**src/hdl/flash_read_defines.vh**
```
// opcodes, phase lengths and array limits for the multi-line flash read path
`ifndef FLASH_READ_DEFINES_VH
`define FLASH_READ_DEFINES_VH

// read opcodes taken on the single input line
`define OP_DUAL_OUT        8'h3B
`define OP_DUAL_IO         8'hBB
`define OP_QUAD_OUT        8'h6B
`define OP_QUAD_IO         8'hEB
// continuation reset opcode: value is a plain default, override by parameter
`define OP_MODE_RESET      8'hFF

// phase lengths in serial clocks
`define CMD_CLKS           5'd8
`define ADDR_CLKS_X1       5'd24
`define ADDR_CLKS_X2       5'd12
`define ADDR_CLKS_X4       5'd6
`define MODE_CLKS_X2       5'd4
`define MODE_CLKS_X4       5'd2
`define DUMMY_CLKS_X1      5'd8
`define DUMMY_CLKS_X4      5'd4

// continuation code field position and value inside the mode byte
`define CONT_FIELD_HI      5
`define CONT_FIELD_LO      4
`define CONT_CODE          2'h2

// array geometry
`define ARRAY_ADDR_W       19
`define ARRAY_LAST         19'h7FFFF
`define ARRAY_FIRST        19'h00000

// output enables (low = driving)
`define OE_NONE            4'hF
`define OE_DUAL            4'hC
`define OE_QUAD            4'h0

`endif

```
**src/hdl/pin_sync.v**
```verilog
// two-flop synchroniser for a group of pin inputs
`timescale 1ns/100ps
module pin_sync #(
    parameter WIDTH = 6
) (
    input  wire             core_clk_i,
    input  wire             rst_i,
    input  wire [WIDTH-1:0] pin_i,
    output wire [WIDTH-1:0] sync_o
);
    genvar g;
    generate
        for (g = 0; g < WIDTH; g = g + 1) begin : g_bit
            reg stage1;
            reg stage2;
            // first stage feeds only the second stage
            always @(posedge core_clk_i) begin
                if (rst_i) begin
                    stage1 <= 1'b1;
                    stage2 <= 1'b1;
                end else begin
                    stage1 <= pin_i[g];
                    stage2 <= stage1;
                end
            end
            assign sync_o[g] = stage2;
        end
    endgenerate
endmodule // pin_sync

```
**src/hdl/multi_io_flash_read_path.v**
```verilog
// multi-line read path: dual/quad output and dual/quad i/o array reads
//
// How it works
// [RULE_01] dual-output read: opcode, address, dummy byte
// [RULE_02] dual data: bit7 on io1, four clocks
// [RULE_03] after last byte wrap to zero, no gap
// [RULE_04] chip select high ends read, release lines
// [RULE_05] dual-i/o read: address and mode two-bit
// [RULE_06] only upper mode nibble decides continuation
// [RULE_07] code 1,0 in dual-i/o skips opcode
// [RULE_08] any other code needs full opcode next
// [RULE_09] host releases lines before first data fall
// [RULE_10] reset opcode clears stored continuation state
// [RULE_11] quad-output read: address, dummy, four-bit data
// [RULE_12] any start byte, address increments per byte
// [RULE_13] quad-i/o: address, mode, two dummy bytes
// [RULE_14] quad data: high nibble first, two clocks
// [RULE_15] quad-i/o runs only with quad enable set
// [RULE_16] code 1,0 in quad-i/o skips opcode
// [RULE_17] opcode is eight single-line clocks
// [RULE_18] dual-i/o: address twelve, mode four clocks
// [RULE_19] quad-i/o: address six, mode two clocks
// [RULE_20] continuation state cleared by reset
`timescale 1ns/100ps
`include "flash_read_defines.vh"
module multi_io_flash_read_path #(
    parameter [7:0] MODE_RESET_OPCODE = `OP_MODE_RESET
) (
    input  wire                     core_clk_i,
    input  wire                     rst_i,
    input  wire                     cs_n_i,
    input  wire                     sck_i,
    input  wire [3:0]               io_i,
    output reg  [3:0]               io_o,
    output reg  [3:0]               io_oe_n_o,
    input  wire                     quad_enable_bit_i,
    output reg  [`ARRAY_ADDR_W-1:0] mem_addr_o,
    input  wire [7:0]               mem_data_i,
    output reg                      cont_mode_o
);
    // one-hot phase states
    localparam [6:0] ST_IDLE   = 7'h01;
    localparam [6:0] ST_CMD    = 7'h02;
    localparam [6:0] ST_ADDR   = 7'h04;
    localparam [6:0] ST_MODE   = 7'h08;
    localparam [6:0] ST_DUMMY  = 7'h10;
    localparam [6:0] ST_DATA   = 7'h20;
    localparam [6:0] ST_IGNORE = 7'h40;

    wire [5:0] pins_sync;
    wire       cs_n_s;
    wire       sck_s;
    wire [3:0] pin_io;

    reg  [6:0]  state;
    reg  [4:0]  cnt;
    reg  [23:0] in_shift;
    reg  [7:0]  cmd;
    reg  [7:0]  out_shift;
    reg  [1:0]  slot;
    reg         sck_d;
    reg  [4:0]  frame_rises;
    reg  [7:0]  lane0_shift;

    reg  [2:0]  addr_lanes;
    reg  [2:0]  data_lanes;
    reg  [4:0]  addr_len;
    reg  [4:0]  mode_len;
    reg  [4:0]  dummy_len;
    reg  [2:0]  lanes;
    reg  [23:0] next_shift;
    reg  [7:0]  cur_byte;
    reg         op_known;
    wire [7:0]  op_byte;
    wire        sck_rise;
    wire        sck_fall;
    wire [1:0]  last_slot;

    // every pin, clock included, is sampled by the core clock
    pin_sync #(
        .WIDTH (6)
    ) u_pin_sync (
        .core_clk_i (core_clk_i),
        .rst_i      (rst_i),
        .pin_i      ({cs_n_i, sck_i, io_i}),
        .sync_o     (pins_sync)
    );

    assign cs_n_s = pins_sync[5];
    assign sck_s  = pins_sync[4];
    assign pin_io = pins_sync[3:0];

    // edges of the synchronised serial clock; data and clock share latency
    assign sck_rise  = sck_s & ~sck_d;
    assign sck_fall  = ~sck_s & sck_d;
    assign op_byte   = {in_shift[6:0], pin_io[0]};
    assign last_slot = (data_lanes == 3'd2) ? 2'h3 : 2'h1;

    // phase geometry of the active read command
    always @* begin
        case (cmd)
            `OP_DUAL_IO: begin
                addr_lanes = 3'd2;                              // RULE_05
                data_lanes = 3'd2;
                addr_len   = `ADDR_CLKS_X2;                     // RULE_18
                mode_len   = `MODE_CLKS_X2;                     // RULE_18
                dummy_len  = 5'd0;
            end
            `OP_QUAD_OUT: begin
                addr_lanes = 3'd1;                              // RULE_11
                data_lanes = 3'd4;
                addr_len   = `ADDR_CLKS_X1;
                mode_len   = 5'd0;
                dummy_len  = `DUMMY_CLKS_X1;
            end
            `OP_QUAD_IO: begin
                addr_lanes = 3'd4;                              // RULE_13
                data_lanes = 3'd4;
                addr_len   = `ADDR_CLKS_X4;                     // RULE_19
                mode_len   = `MODE_CLKS_X4;                     // RULE_19
                dummy_len  = `DUMMY_CLKS_X4;                    // RULE_13
            end
            default: begin
                addr_lanes = 3'd1;                              // RULE_01
                data_lanes = 3'd2;
                addr_len   = `ADDR_CLKS_X1;
                mode_len   = 5'd0;
                dummy_len  = `DUMMY_CLKS_X1;
            end
        endcase
    end

    // incoming shift: msb on the highest used line
    always @* begin
        lanes = (state == ST_CMD) ? 3'd1 : addr_lanes;
        case (lanes)
            3'd1:    next_shift = {in_shift[22:0], pin_io[0]};
            3'd2:    next_shift = {in_shift[21:0], pin_io[1:0]};
            default: next_shift = {in_shift[19:0], pin_io[3:0]};
        endcase
    end

    // opcodes this path serves; quad-i/o needs the enable bit
    always @* begin
        case (op_byte)
            `OP_DUAL_OUT: op_known = 1'b1;
            `OP_DUAL_IO:  op_known = 1'b1;
            `OP_QUAD_OUT: op_known = 1'b1;
            `OP_QUAD_IO:  op_known = quad_enable_bit_i;         // RULE_15
            default:      op_known = 1'b0;
        endcase
    end

    // byte being shifted out: fresh from the array at slot zero
    always @* begin
        cur_byte = (slot == 2'h0) ? mem_data_i : out_shift;
    end

    // serial clock edge history
    always @(posedge core_clk_i) begin
        if (rst_i) begin
            sck_d <= 1'b1;                                      // same level as the sync reset
        end else begin
            sck_d <= sck_s;
        end
    end

    // phase sequencer, input capture and continuation state
    always @(posedge core_clk_i) begin
        if (rst_i) begin
            state       <= ST_IDLE;
            cnt         <= 5'd0;
            in_shift    <= 24'h000000;
            cmd         <= `OP_DUAL_OUT;
            cont_mode_o <= 1'b0;                                // RULE_20
            mem_addr_o  <= `ARRAY_FIRST;
            frame_rises <= 5'd0;
            lane0_shift <= 8'h00;
        end else if (cs_n_s) begin
            state       <= ST_IDLE;                             // RULE_04
            cnt         <= 5'd0;
            frame_rises <= 5'd0;
            // bare eight-clock reset command; in dual-i/o continuation it arrives as a cut address, in quad-i/o as address and mode
            if (frame_rises == 5'd8 && lane0_shift == MODE_RESET_OPCODE) begin
                cont_mode_o <= 1'b0;                            // RULE_10
            end
        end else begin
            // line zero and clock count kept in every phase, for the reset command
            if (sck_rise) begin
                lane0_shift <= {lane0_shift[6:0], pin_io[0]};
                if (frame_rises != 5'h1F) begin
                    frame_rises <= frame_rises + 5'd1;
                end
            end
            case (state)
                ST_IDLE: begin
                    cnt <= 5'd0;
                    // stored code 1,0 means the address comes first
                    if (cont_mode_o && (cmd != `OP_QUAD_IO || quad_enable_bit_i)) begin
                        state <= ST_ADDR;                       // RULE_07 RULE_16
                    end else if (cont_mode_o) begin
                        state <= ST_IGNORE;                     // RULE_15
                    end else begin
                        state <= ST_CMD;                        // RULE_08
                    end
                end
                ST_CMD: begin
                    if (sck_rise) begin
                        in_shift <= next_shift;
                        cnt      <= cnt + 5'd1;
                        if (cnt == `CMD_CLKS - 5'd1) begin      // RULE_17
                            cnt <= 5'd0;
                            if (op_known) begin
                                cmd   <= op_byte;
                                state <= ST_ADDR;
                            end else begin
                                state <= ST_IGNORE;
                            end
                            if (op_byte == MODE_RESET_OPCODE) begin
                                cont_mode_o <= 1'b0;            // RULE_10
                            end
                        end
                    end
                end
                ST_ADDR: begin
                    if (sck_rise) begin
                        in_shift <= next_shift;
                        cnt      <= cnt + 5'd1;
                        if (cnt == addr_len - 5'd1) begin
                            cnt <= 5'd0;
                            // top address bits lie beyond the array
                            mem_addr_o <= next_shift[`ARRAY_ADDR_W-1:0]; // RULE_12
                            if (mode_len != 5'd0) begin
                                state <= ST_MODE;
                            end else if (dummy_len != 5'd0) begin
                                state <= ST_DUMMY;
                            end else begin
                                state <= ST_DATA;
                            end
                        end
                    end
                end
                ST_MODE: begin
                    if (sck_rise) begin
                        in_shift <= next_shift;
                        cnt      <= cnt + 5'd1;
                        if (cnt == mode_len - 5'd1) begin
                            cnt <= 5'd0;
                            // low nibble is don't care; only bits 5:4 decide
                            cont_mode_o <= (next_shift[`CONT_FIELD_HI:`CONT_FIELD_LO]
                                            == `CONT_CODE);     // RULE_06 RULE_07 RULE_08
                            state <= (dummy_len != 5'd0) ? ST_DUMMY : ST_DATA;
                        end
                    end
                end
                ST_DUMMY: begin
                    if (sck_rise) begin
                        cnt <= cnt + 5'd1;
                        if (cnt == dummy_len - 5'd1) begin
                            cnt   <= 5'd0;
                            state <= ST_DATA;
                        end
                    end
                end
                ST_DATA: begin
                    // step to the next byte as this one is loaded
                    if (sck_fall && slot == 2'h0) begin
                        if (mem_addr_o == `ARRAY_LAST) begin
                            mem_addr_o <= `ARRAY_FIRST;         // RULE_03
                        end else begin
                            mem_addr_o <= mem_addr_o + 19'h00001; // RULE_12
                        end
                    end
                end
                ST_IGNORE: begin
                    cnt <= 5'd0;
                end
                default: begin
                    state <= ST_IDLE;
                end
            endcase
        end
    end

    // output shifter: new bits on each falling edge of the data phase
    always @(posedge core_clk_i) begin
        if (rst_i) begin
            io_o      <= 4'h0;
            io_oe_n_o <= `OE_NONE;
            out_shift <= 8'h00;
            slot      <= 2'h0;
        end else if (cs_n_s || state != ST_DATA) begin
            // released at once on deselect, even mid-byte
            io_oe_n_o <= `OE_NONE;                              // RULE_04
            slot      <= 2'h0;
        end else if (sck_fall) begin
            // host has let go of the lines before this edge
            slot <= (slot == last_slot) ? 2'h0 : slot + 2'h1;   // RULE_09
            if (data_lanes == 3'd2) begin
                io_o      <= {2'h0, cur_byte[7:6]};             // RULE_02
                out_shift <= {cur_byte[5:0], 2'h0};
                io_oe_n_o <= `OE_DUAL;
            end else begin
                io_o      <= cur_byte[7:4];                     // RULE_14
                out_shift <= {cur_byte[3:0], 4'h0};
                io_oe_n_o <= `OE_QUAD;
            end
        end
    end

endmodule // multi_io_flash_read_path

```
**config.mk**
```make
export PLATFORM = sky130hd
export DESIGN_NAME = multi_io_flash_read_path
export DESIGN_NICKNAME = d
export VERILOG_FILES = /design/src/hdl/pin_sync.v /design/src/hdl/multi_io_flash_read_path.v
export VERILOG_INCLUDE_DIRS = /design/src /design/src/hdl
export SDC_FILE = /design/constraint.sdc
export NUM_CORES = 1
export LEC_CHECK = 0
export ABC_CLOCK_PERIOD_IN_PS = 5900
export BUFFER_PORTS_ARGS = -buffer_cell sky130_fd_sc_hd__buf_4
export CAP_MARGIN = 5
export CELL_PAD_IN_SITES_DETAIL_PLACEMENT = 1
export CELL_PAD_IN_SITES_GLOBAL_PLACEMENT = 1
export CORE_UTILIZATION = 48
export CTS_CLUSTER_DIAMETER = 100
export DETAILED_ROUTE_END_ITERATION = 12
export PLACE_DENSITY = 0.91
export SYNTH_ARGS = -nofsm -noshare
export SYNTH_HDL_FRONTEND = slang
export SYNTH_SLANG_ARGS = --single-unit
```
**constraint.sdc**
```tcl
create_clock -name core_clk_i -period 5.9 [get_ports core_clk_i]
set_input_delay 0.885 -clock core_clk_i [delete_from_list [all_inputs] [get_ports core_clk_i]]
set_output_delay 0.885 -clock core_clk_i [all_outputs]
set_load 0.02 [all_outputs]
```
==> flow_metrics.tcl, run 1 <==
set metrics [dict create \
    n_antenna_cell 0 \
    rsz0062_at_grt "false" \
    synth_commonest_cells "98 x dfxtp_1, 77 x nand2_1, 73 x nor2_1" \
    clk_latency_ns 0.38 \
    antenna_left 0 \
    die_h_um 106 \
    final_nets 706 \
    grt.total_usage_pct 27.8 \
    fill_cells 1313 \
    drv_cap 0 \
    fp.dieW_um 106 \
    cts_setup_buffers 0 \
    path_max_fanout 20 \
    synth_warnings 0 \
    critPathCaptureType "register" \
    hp-start "u_pin_sync.g_bit[1].stage1" \
    rr_startpoint "cmd[4]" \
    ys.flop_type "dfxtp_1" \
    hold_depth 1 \
    holdPathEnd "u_pin_sync.g_bit[1].stage2" \
    coreArea_sq_um 10500 \
    clock_power_share_pct 38.0 \
    vias 4974 \
    synth_top_area_share_pct 37.5 \
    syn_avg_cell_area_sq_um 7.84 \
    ys_seq_area_share_pct 37.5 \
    cts-resized-gates 0 \
    routabilityCongestion 0.910 \
    first_global_vias 4977 \
    worstSetupStartpointType "register" \
    ys_seq_elements 98 \
    avgRoutedWirePerCell_um 18.1 \
    outcome "complete, no violations" \
    ys_top_cells_by_area "dfxtp_1 38%, nand2_1 5.5%, nor2_1 5.2%, a21oi_1 4.7%, nand3_1 3.8%" \
    combPwrFrac_pct 3.2 \
    timing.rr.end "mem_addr_o[11]" \
    htree_levels 3 \
    tns_ns 0 \
    slowest_stage "nor3_2" \
    period_needed_ns 4.41 \
    grt_pass1_wl_mm 25.0 \
    synthDistinctLibCells 57 \
    die_area_sq_um 11300 \
    io_pins 45 \
    firstDrtPassIters 5 \
    path_cells "nand2b_1 > nor3_1 > inv_1 > ha_1 > or4b_1 > a211o_1 > a22oi_1 > a31oi_1 > nor3_2 > o21ai_0 > a32o_1" \
    grt_overflow 0 \
    synth.cell_area_sq_um 5230 \
    power.density_nw_per_um2 197 \
    rows 37 \
    finalHoldViolCount 0 \
    synth_cells 667 \
    async_reset_ff_share_pct 0 \
    io_buffer_count 44 \
    drt-initial-drc-count 386 \
    p_int_uw 873 \
    drc 0 \
    leakage_nw 2.12 \
    cts.clk_slew.worst_paths_ns 0.10 \
    cts_root_buf "clkbuf_8" \
    place_inst 806 \
    max_clock_freq_mhz 227 \
    synth.most_common_cell "dfxtp_1" \
    vdd_drop_max_v 0.000197 \
    critPathKind "reg2reg" \
    grt_max_degree 64 \
    antenna_found_initial 0 \
    tightest_slew_ns 1.26 \
    skew_ns 0.0142 \
    clockBufferDepth 2 \
    rrSetupSlack_ns 1.49 \
    slew_viol_final 0 \
    syn_to_final_growth_pct 10.3 \
    pwr-share-seq_pct 58.8 \
    drive_above_1_share_pct 12.7 \
    totalWireLength_mm 14.8 \
    netlist.top_cell.by_area "dfxtp_1" \
    worstPathRequired_ns 6.18 \
    numCtsBuffers 9 \
    cts_tree "done" \
    cts_sinks 98 \
    final_cells 820 \
    fin_crit_sh_pct 74.7 \
    slowest_delay_ns 1.01 \
    synth_edf_count 0 \
    p_sw_share_pct 23.2 \
    dp_hpwl_mm 10.7 \
    cts-hold-fix-buffers 0 \
    initial_utilization_pct 50.0 \
    slew_headroom_pct 15.9 \
    hold_class "reg2reg" \
    setup_viol 0 \
    power_switching_uw 264 \
    vias_per_cell 6.07 \
    crit_arrival_ns 4.69 \
    r2r_cells 11 \
    syn_nets 692 \
]
==> registers in the layout, indices dropped and copies added, names as in the netlist, 4 cells and up <==
name,cells
u_pin_sync.g_bit.stage2,6
in_shift,18
u_pin_sync.g_bit.stage1,6
mem_addr_o,19
lane0_shift,8
io_o,4
cnt,5
cmd,8
out_shift,6
frame_rises,5
state,7
==> logic make-up after synthesis <==
group	Yosys count	synth area share, %
AO/OA/AOI/OAI	147	18.4
AND/OR/NAND/NOR	313	29.9
XOR/XNOR	16	2.68
multiplexers	22	4.76
adder cells (fa/ha/maj)	8	1.92
flip-flops	98	37.5
buffers and inverters	63	4.81
==> placed cells by master, fill, tap and decap left out, drive strengths merged, types with 11 or more instances in the layout <==
cell type | synthesis | layout
buf | 5 | 49
a21oi | 49 | 49
nand4 | 13 | 13
and3 | 11 | 11
mux2i | 17 | 17
dfxtp | 98 | 98
or2 | 14 | 14
nor3 | 20 | 20
nand2 | 77 | 77
nand2b | 23 | 23
inv | 16 | 17
nor2 | 73 | 73
a31oi | 14 | 14
o21ai | 26 | 26
nand3 | 40 | 40
==> power groups by stage <==
stage          Clock, mW  Combinational (mW)  Sequential, mW
3_5_place_dp           0              0.0361           0.684
2_1_floorplan          0              0.0221           0.682
4_1_cts            0.437              0.0362           0.669
5_1_grt            0.464              0.0398           0.669
6_report           0.432              0.0364           0.669
3_3_place_gp           0              0.0345           0.684
==> per-layer routing <==
layer / GRT usage, % / share of wire, %
met3: 5.21 / 3.8
met4: 9.52 / 1.8
met5: 0 / 0
met2: 46.9 / 49
met1: 35.3 / 45
==> how the worst max path moves through the flow <==
stage | startpoint | to | slack, ns | depth (start not counted)
after global routing | cmd[6] | mem_addr_o[4] | 1.14 | 11
after CTS | cmd[4] | mem_addr_o[11] | 1.56 | 11
final | cmd[4] | mem_addr_o[11] | 1.49 | 11
after floorplan | cmd[2] | state[6] | 2.37 | 12
after global placement | cmd[2] | mem_addr_o[4] | 1.90 | 11
after detailed placement | cmd[4] | mem_addr_o[11] | 1.58 | 11
==> cell type report <==
type | instances | area, sq um | area share, %
clock buffer | 10 | 128 | 2.21
clock inverter | 4 | 53.8 | 0.933
inverter | 17 | 63.8 | 1.11
multi-input combinational | 506 | 3020 | 52.4
sequential | 98 | 1960 | 34.0
tap | 136 | 170 | 2.95
timing repair buffer | 49 | 368 | 6.38
==> per-stage QoR <==
stage | power [mW] | hold slack [ns] | area [sq um] | setup slack (ns) | utilization, %
after floorplan | 0.704 | 0.389 | 5230 | 2.37 | -
after global placement | 0.718 | 0.394 | 5590 | 1.90 | 53.4
after detailed placement | 0.720 | 0.400 | 5590 | 1.58 | 53.4
after CTS | 1.14 | 0.421 | 5770 | 1.56 | 55.1
after global routing | 1.17 | 0.440 | 5770 | 1.14 | 55.1
final | 1.14 | 0.421 | 5770 | 1.49 | 55.1
==> critical path, delay by kind of cell, from the launching register on <==
kind,cells,cell delay (ns)
buffers and inverters,1,0.19
adders and majority gates,1,0.31
and+or+nand+nor,4,2.18
AOI/OAI and AO/OA,5,1.28
DFF,1,0.36
Power figures use the tool's default switching activity.
==> run 2, diff against run 1 <==
- ABC_CLOCK_PERIOD_IN_PS: 5900 -> 4200
- CORE_UTILIZATION: 48 -> 45
- PLACE_DENSITY: 0.91 -> 0.86
- clock period: 5.9 -> 4.2 ns (I/O delays scaled with it)
==> flow_metrics.tcl, run 2 (synthesized netlist as in run 1, its figures left out) <==
set metrics [dict create \
    timing.rr.end "state[6]" \
    clockBufferDepth 2 \
    dp_hpwl_mm 10.5 \
    fp.dieW_um 110 \
    r2r_cells 10 \
    hp-start "u_pin_sync.g_bit[2].stage1" \
    fin_area_sq_um 5890 \
    rsz0062_at_grt "false" \
    first_global_vias 4874 \
    initial_utilization_pct 47.2 \
    power.density_nw_per_um2 298 \
    cts.clk_slew.worst_paths_ns 0.06 \
    skew_ns 0.00953 \
    cts_sinks 98 \
    avgRoutedWirePerCell_um 17.7 \
    final_common_cell "dfxtp_1" \
    place_inst 814 \
    critPathCaptureType "register" \
    fill_cells 1375 \
    io_pins 45 \
    vias_per_cell 6.07 \
    die_h_um 110 \
    totalWireLength_mm 14.7 \
    drv_cap 0 \
    max_clock_freq_mhz 252 \
    slew_viol_final 0 \
    antenna_left 0 \
    firstDrtPassIters 4 \
    drt-initial-drc-count 291 \
    n_antenna_cell 0 \
    slew_headroom_pct 26.2 \
    p_total_mw 1.76 \
    hold_depth 1 \
    outcome "complete, no violations" \
    vdd_drop_max_v 0.000197 \
    htree_levels 3 \
    period_needed_ns 3.97 \
    crit_arrival_ns 4.22 \
    drc 0 \
    routabilityCongestion 0.855 \
    top_register "mem_addr_o" \
    grt_overflow 0 \
    io_buffer_count 44 \
    path_cells "nand4b_2 > or3_1 > ha_1 > or4b_1 > a211o_1 > a22oi_1 > a31oi_1 > or4b_1 > o31ai_4 > o21ba_1" \
    syn_to_final_growth_pct 12.7 \
    grt.total_usage_pct 25.3 \
    crit_path_frequent_cell "or4b_1" \
    critPathKind "reg2reg" \
    whs_ns 0.413 \
    path_max_fanout 8 \
    die_area_sq_um 12000 \
    finalHoldViolCount 0 \
    leakage_nw 2.18 \
    rrSetupSlack_ns 0.23 \
    rows 38 \
    vias 5042 \
    fin_crit_sh_pct 94.6 \
    antenna_found_initial 0 \
    final_cells 830 \
    top_regs "mem_addr_o (19), in_shift (18)" \
    tightest_slew_ns 1.11 \
    worstPathRequired_ns 4.44 \
    clk_latency_ns 0.35 \
    holdPathEnd "u_pin_sync.g_bit[2].stage2" \
    cts_setup_buffers 0 \
    slowest_delay_ns 0.77 \
    worstSetupStartpointType "register" \
    largest_reg_flops 19 \
    setup_viol 0 \
    coreArea_sq_um 11100 \
    utilization_pct 53.2 \
    cts_tree "done" \
    cts_root_buf "clkbuf_16" \
    grt_max_degree 64 \
    rr_startpoint "cmd[2]" \
    drive_above_1_share_pct 13.2 \
    cts-hold-fix-buffers 0 \
    hold_class "reg2reg" \
    tns_ns 0 \
    final_nets 710 \
    timing.final.ws_setup_ns 0.225 \
    slowest_stage "or4b_1" \
    dpl_cell_area_sq_um 5620 \
    numCtsBuffers 9 \
    place_ws_ns 0.184 \
    final_cell_mix "98 x dfxtp_1, 77 x nand2_1, 73 x nor2_1" \
    grt_pass1_wl_mm 23.6 \
]
## run 2: cell count changes in the layout (fill, tap and decap cells not counted)
cell,change
clkbuf_16,+9
clkbuf_8,-8
buf_4,+4
clkbuf_1,+3
bufinv_16,-1
clkinv_2,+1
clkinvlp_4,-1
inv_6,-1
nor3_1,-1
nor3_2,+1
## run 2: what timing repair did
item,in CTS,in global routing
gates resized for setup,0,1
endpoints found under the hold margin,0,0
setup endpoints to repair,0,1
## run 2: metal layers
layer  track usage, %  vias to the layer above  share of wire, %
met1             33.0                     2504                47
met5                0                        -                 0
li1                 -                     2417                 -
met3             3.50                       25               3.8
met2             41.7                       96                47
met4             10.8                        0               1.9
## run 2: area by class of cell
| type | count | area [sq um] | area share [%] |
|---|---|---|---|
| multi-input cells | 506 | 3030 | 51.4 |
| flip-flops and latches | 98 | 1960 | 33.3 |
| repair buffers | 53 | 398 | 6.75 |
| clock buffers | 14 | 254 | 4.31 |
| well taps | 140 | 175 | 2.97 |
| inverters | 17 | 63.8 | 1.08 |
| clock inverters | 2 | 12.5 | 0.212 |
## run 2: power by group
part           switching, mW  internal, mW  total (mW)
combinational         0.0301        0.0211      0.0511
sequential           0.00438         0.935       0.940
clock                  0.346         0.418       0.764
total                  0.381          1.37        1.76
## run 2: critical path, delay by kind of cell (launching register included)
kind	cells	cell delay, ns
simple gates	4	2.10
fa+ha+maj	1	0.30
flops	1	0.33
compound gates	5	1.15
## run 2: worst max path at each step
stage	cells after the start	to	startpoint	slack [ns]
3_3_place_gp	11	state[6]	cmd[2]	0.37
4_1_cts	11	state[6]	cmd[2]	0.17
2_1_floorplan	12	state[6]	cmd[2]	0.67
6_report	10	state[6]	cmd[2]	0.23
5_1_grt	10	state[6]	cmd[2]	0.04
3_5_place_dp	11	state[6]	cmd[2]	0.18
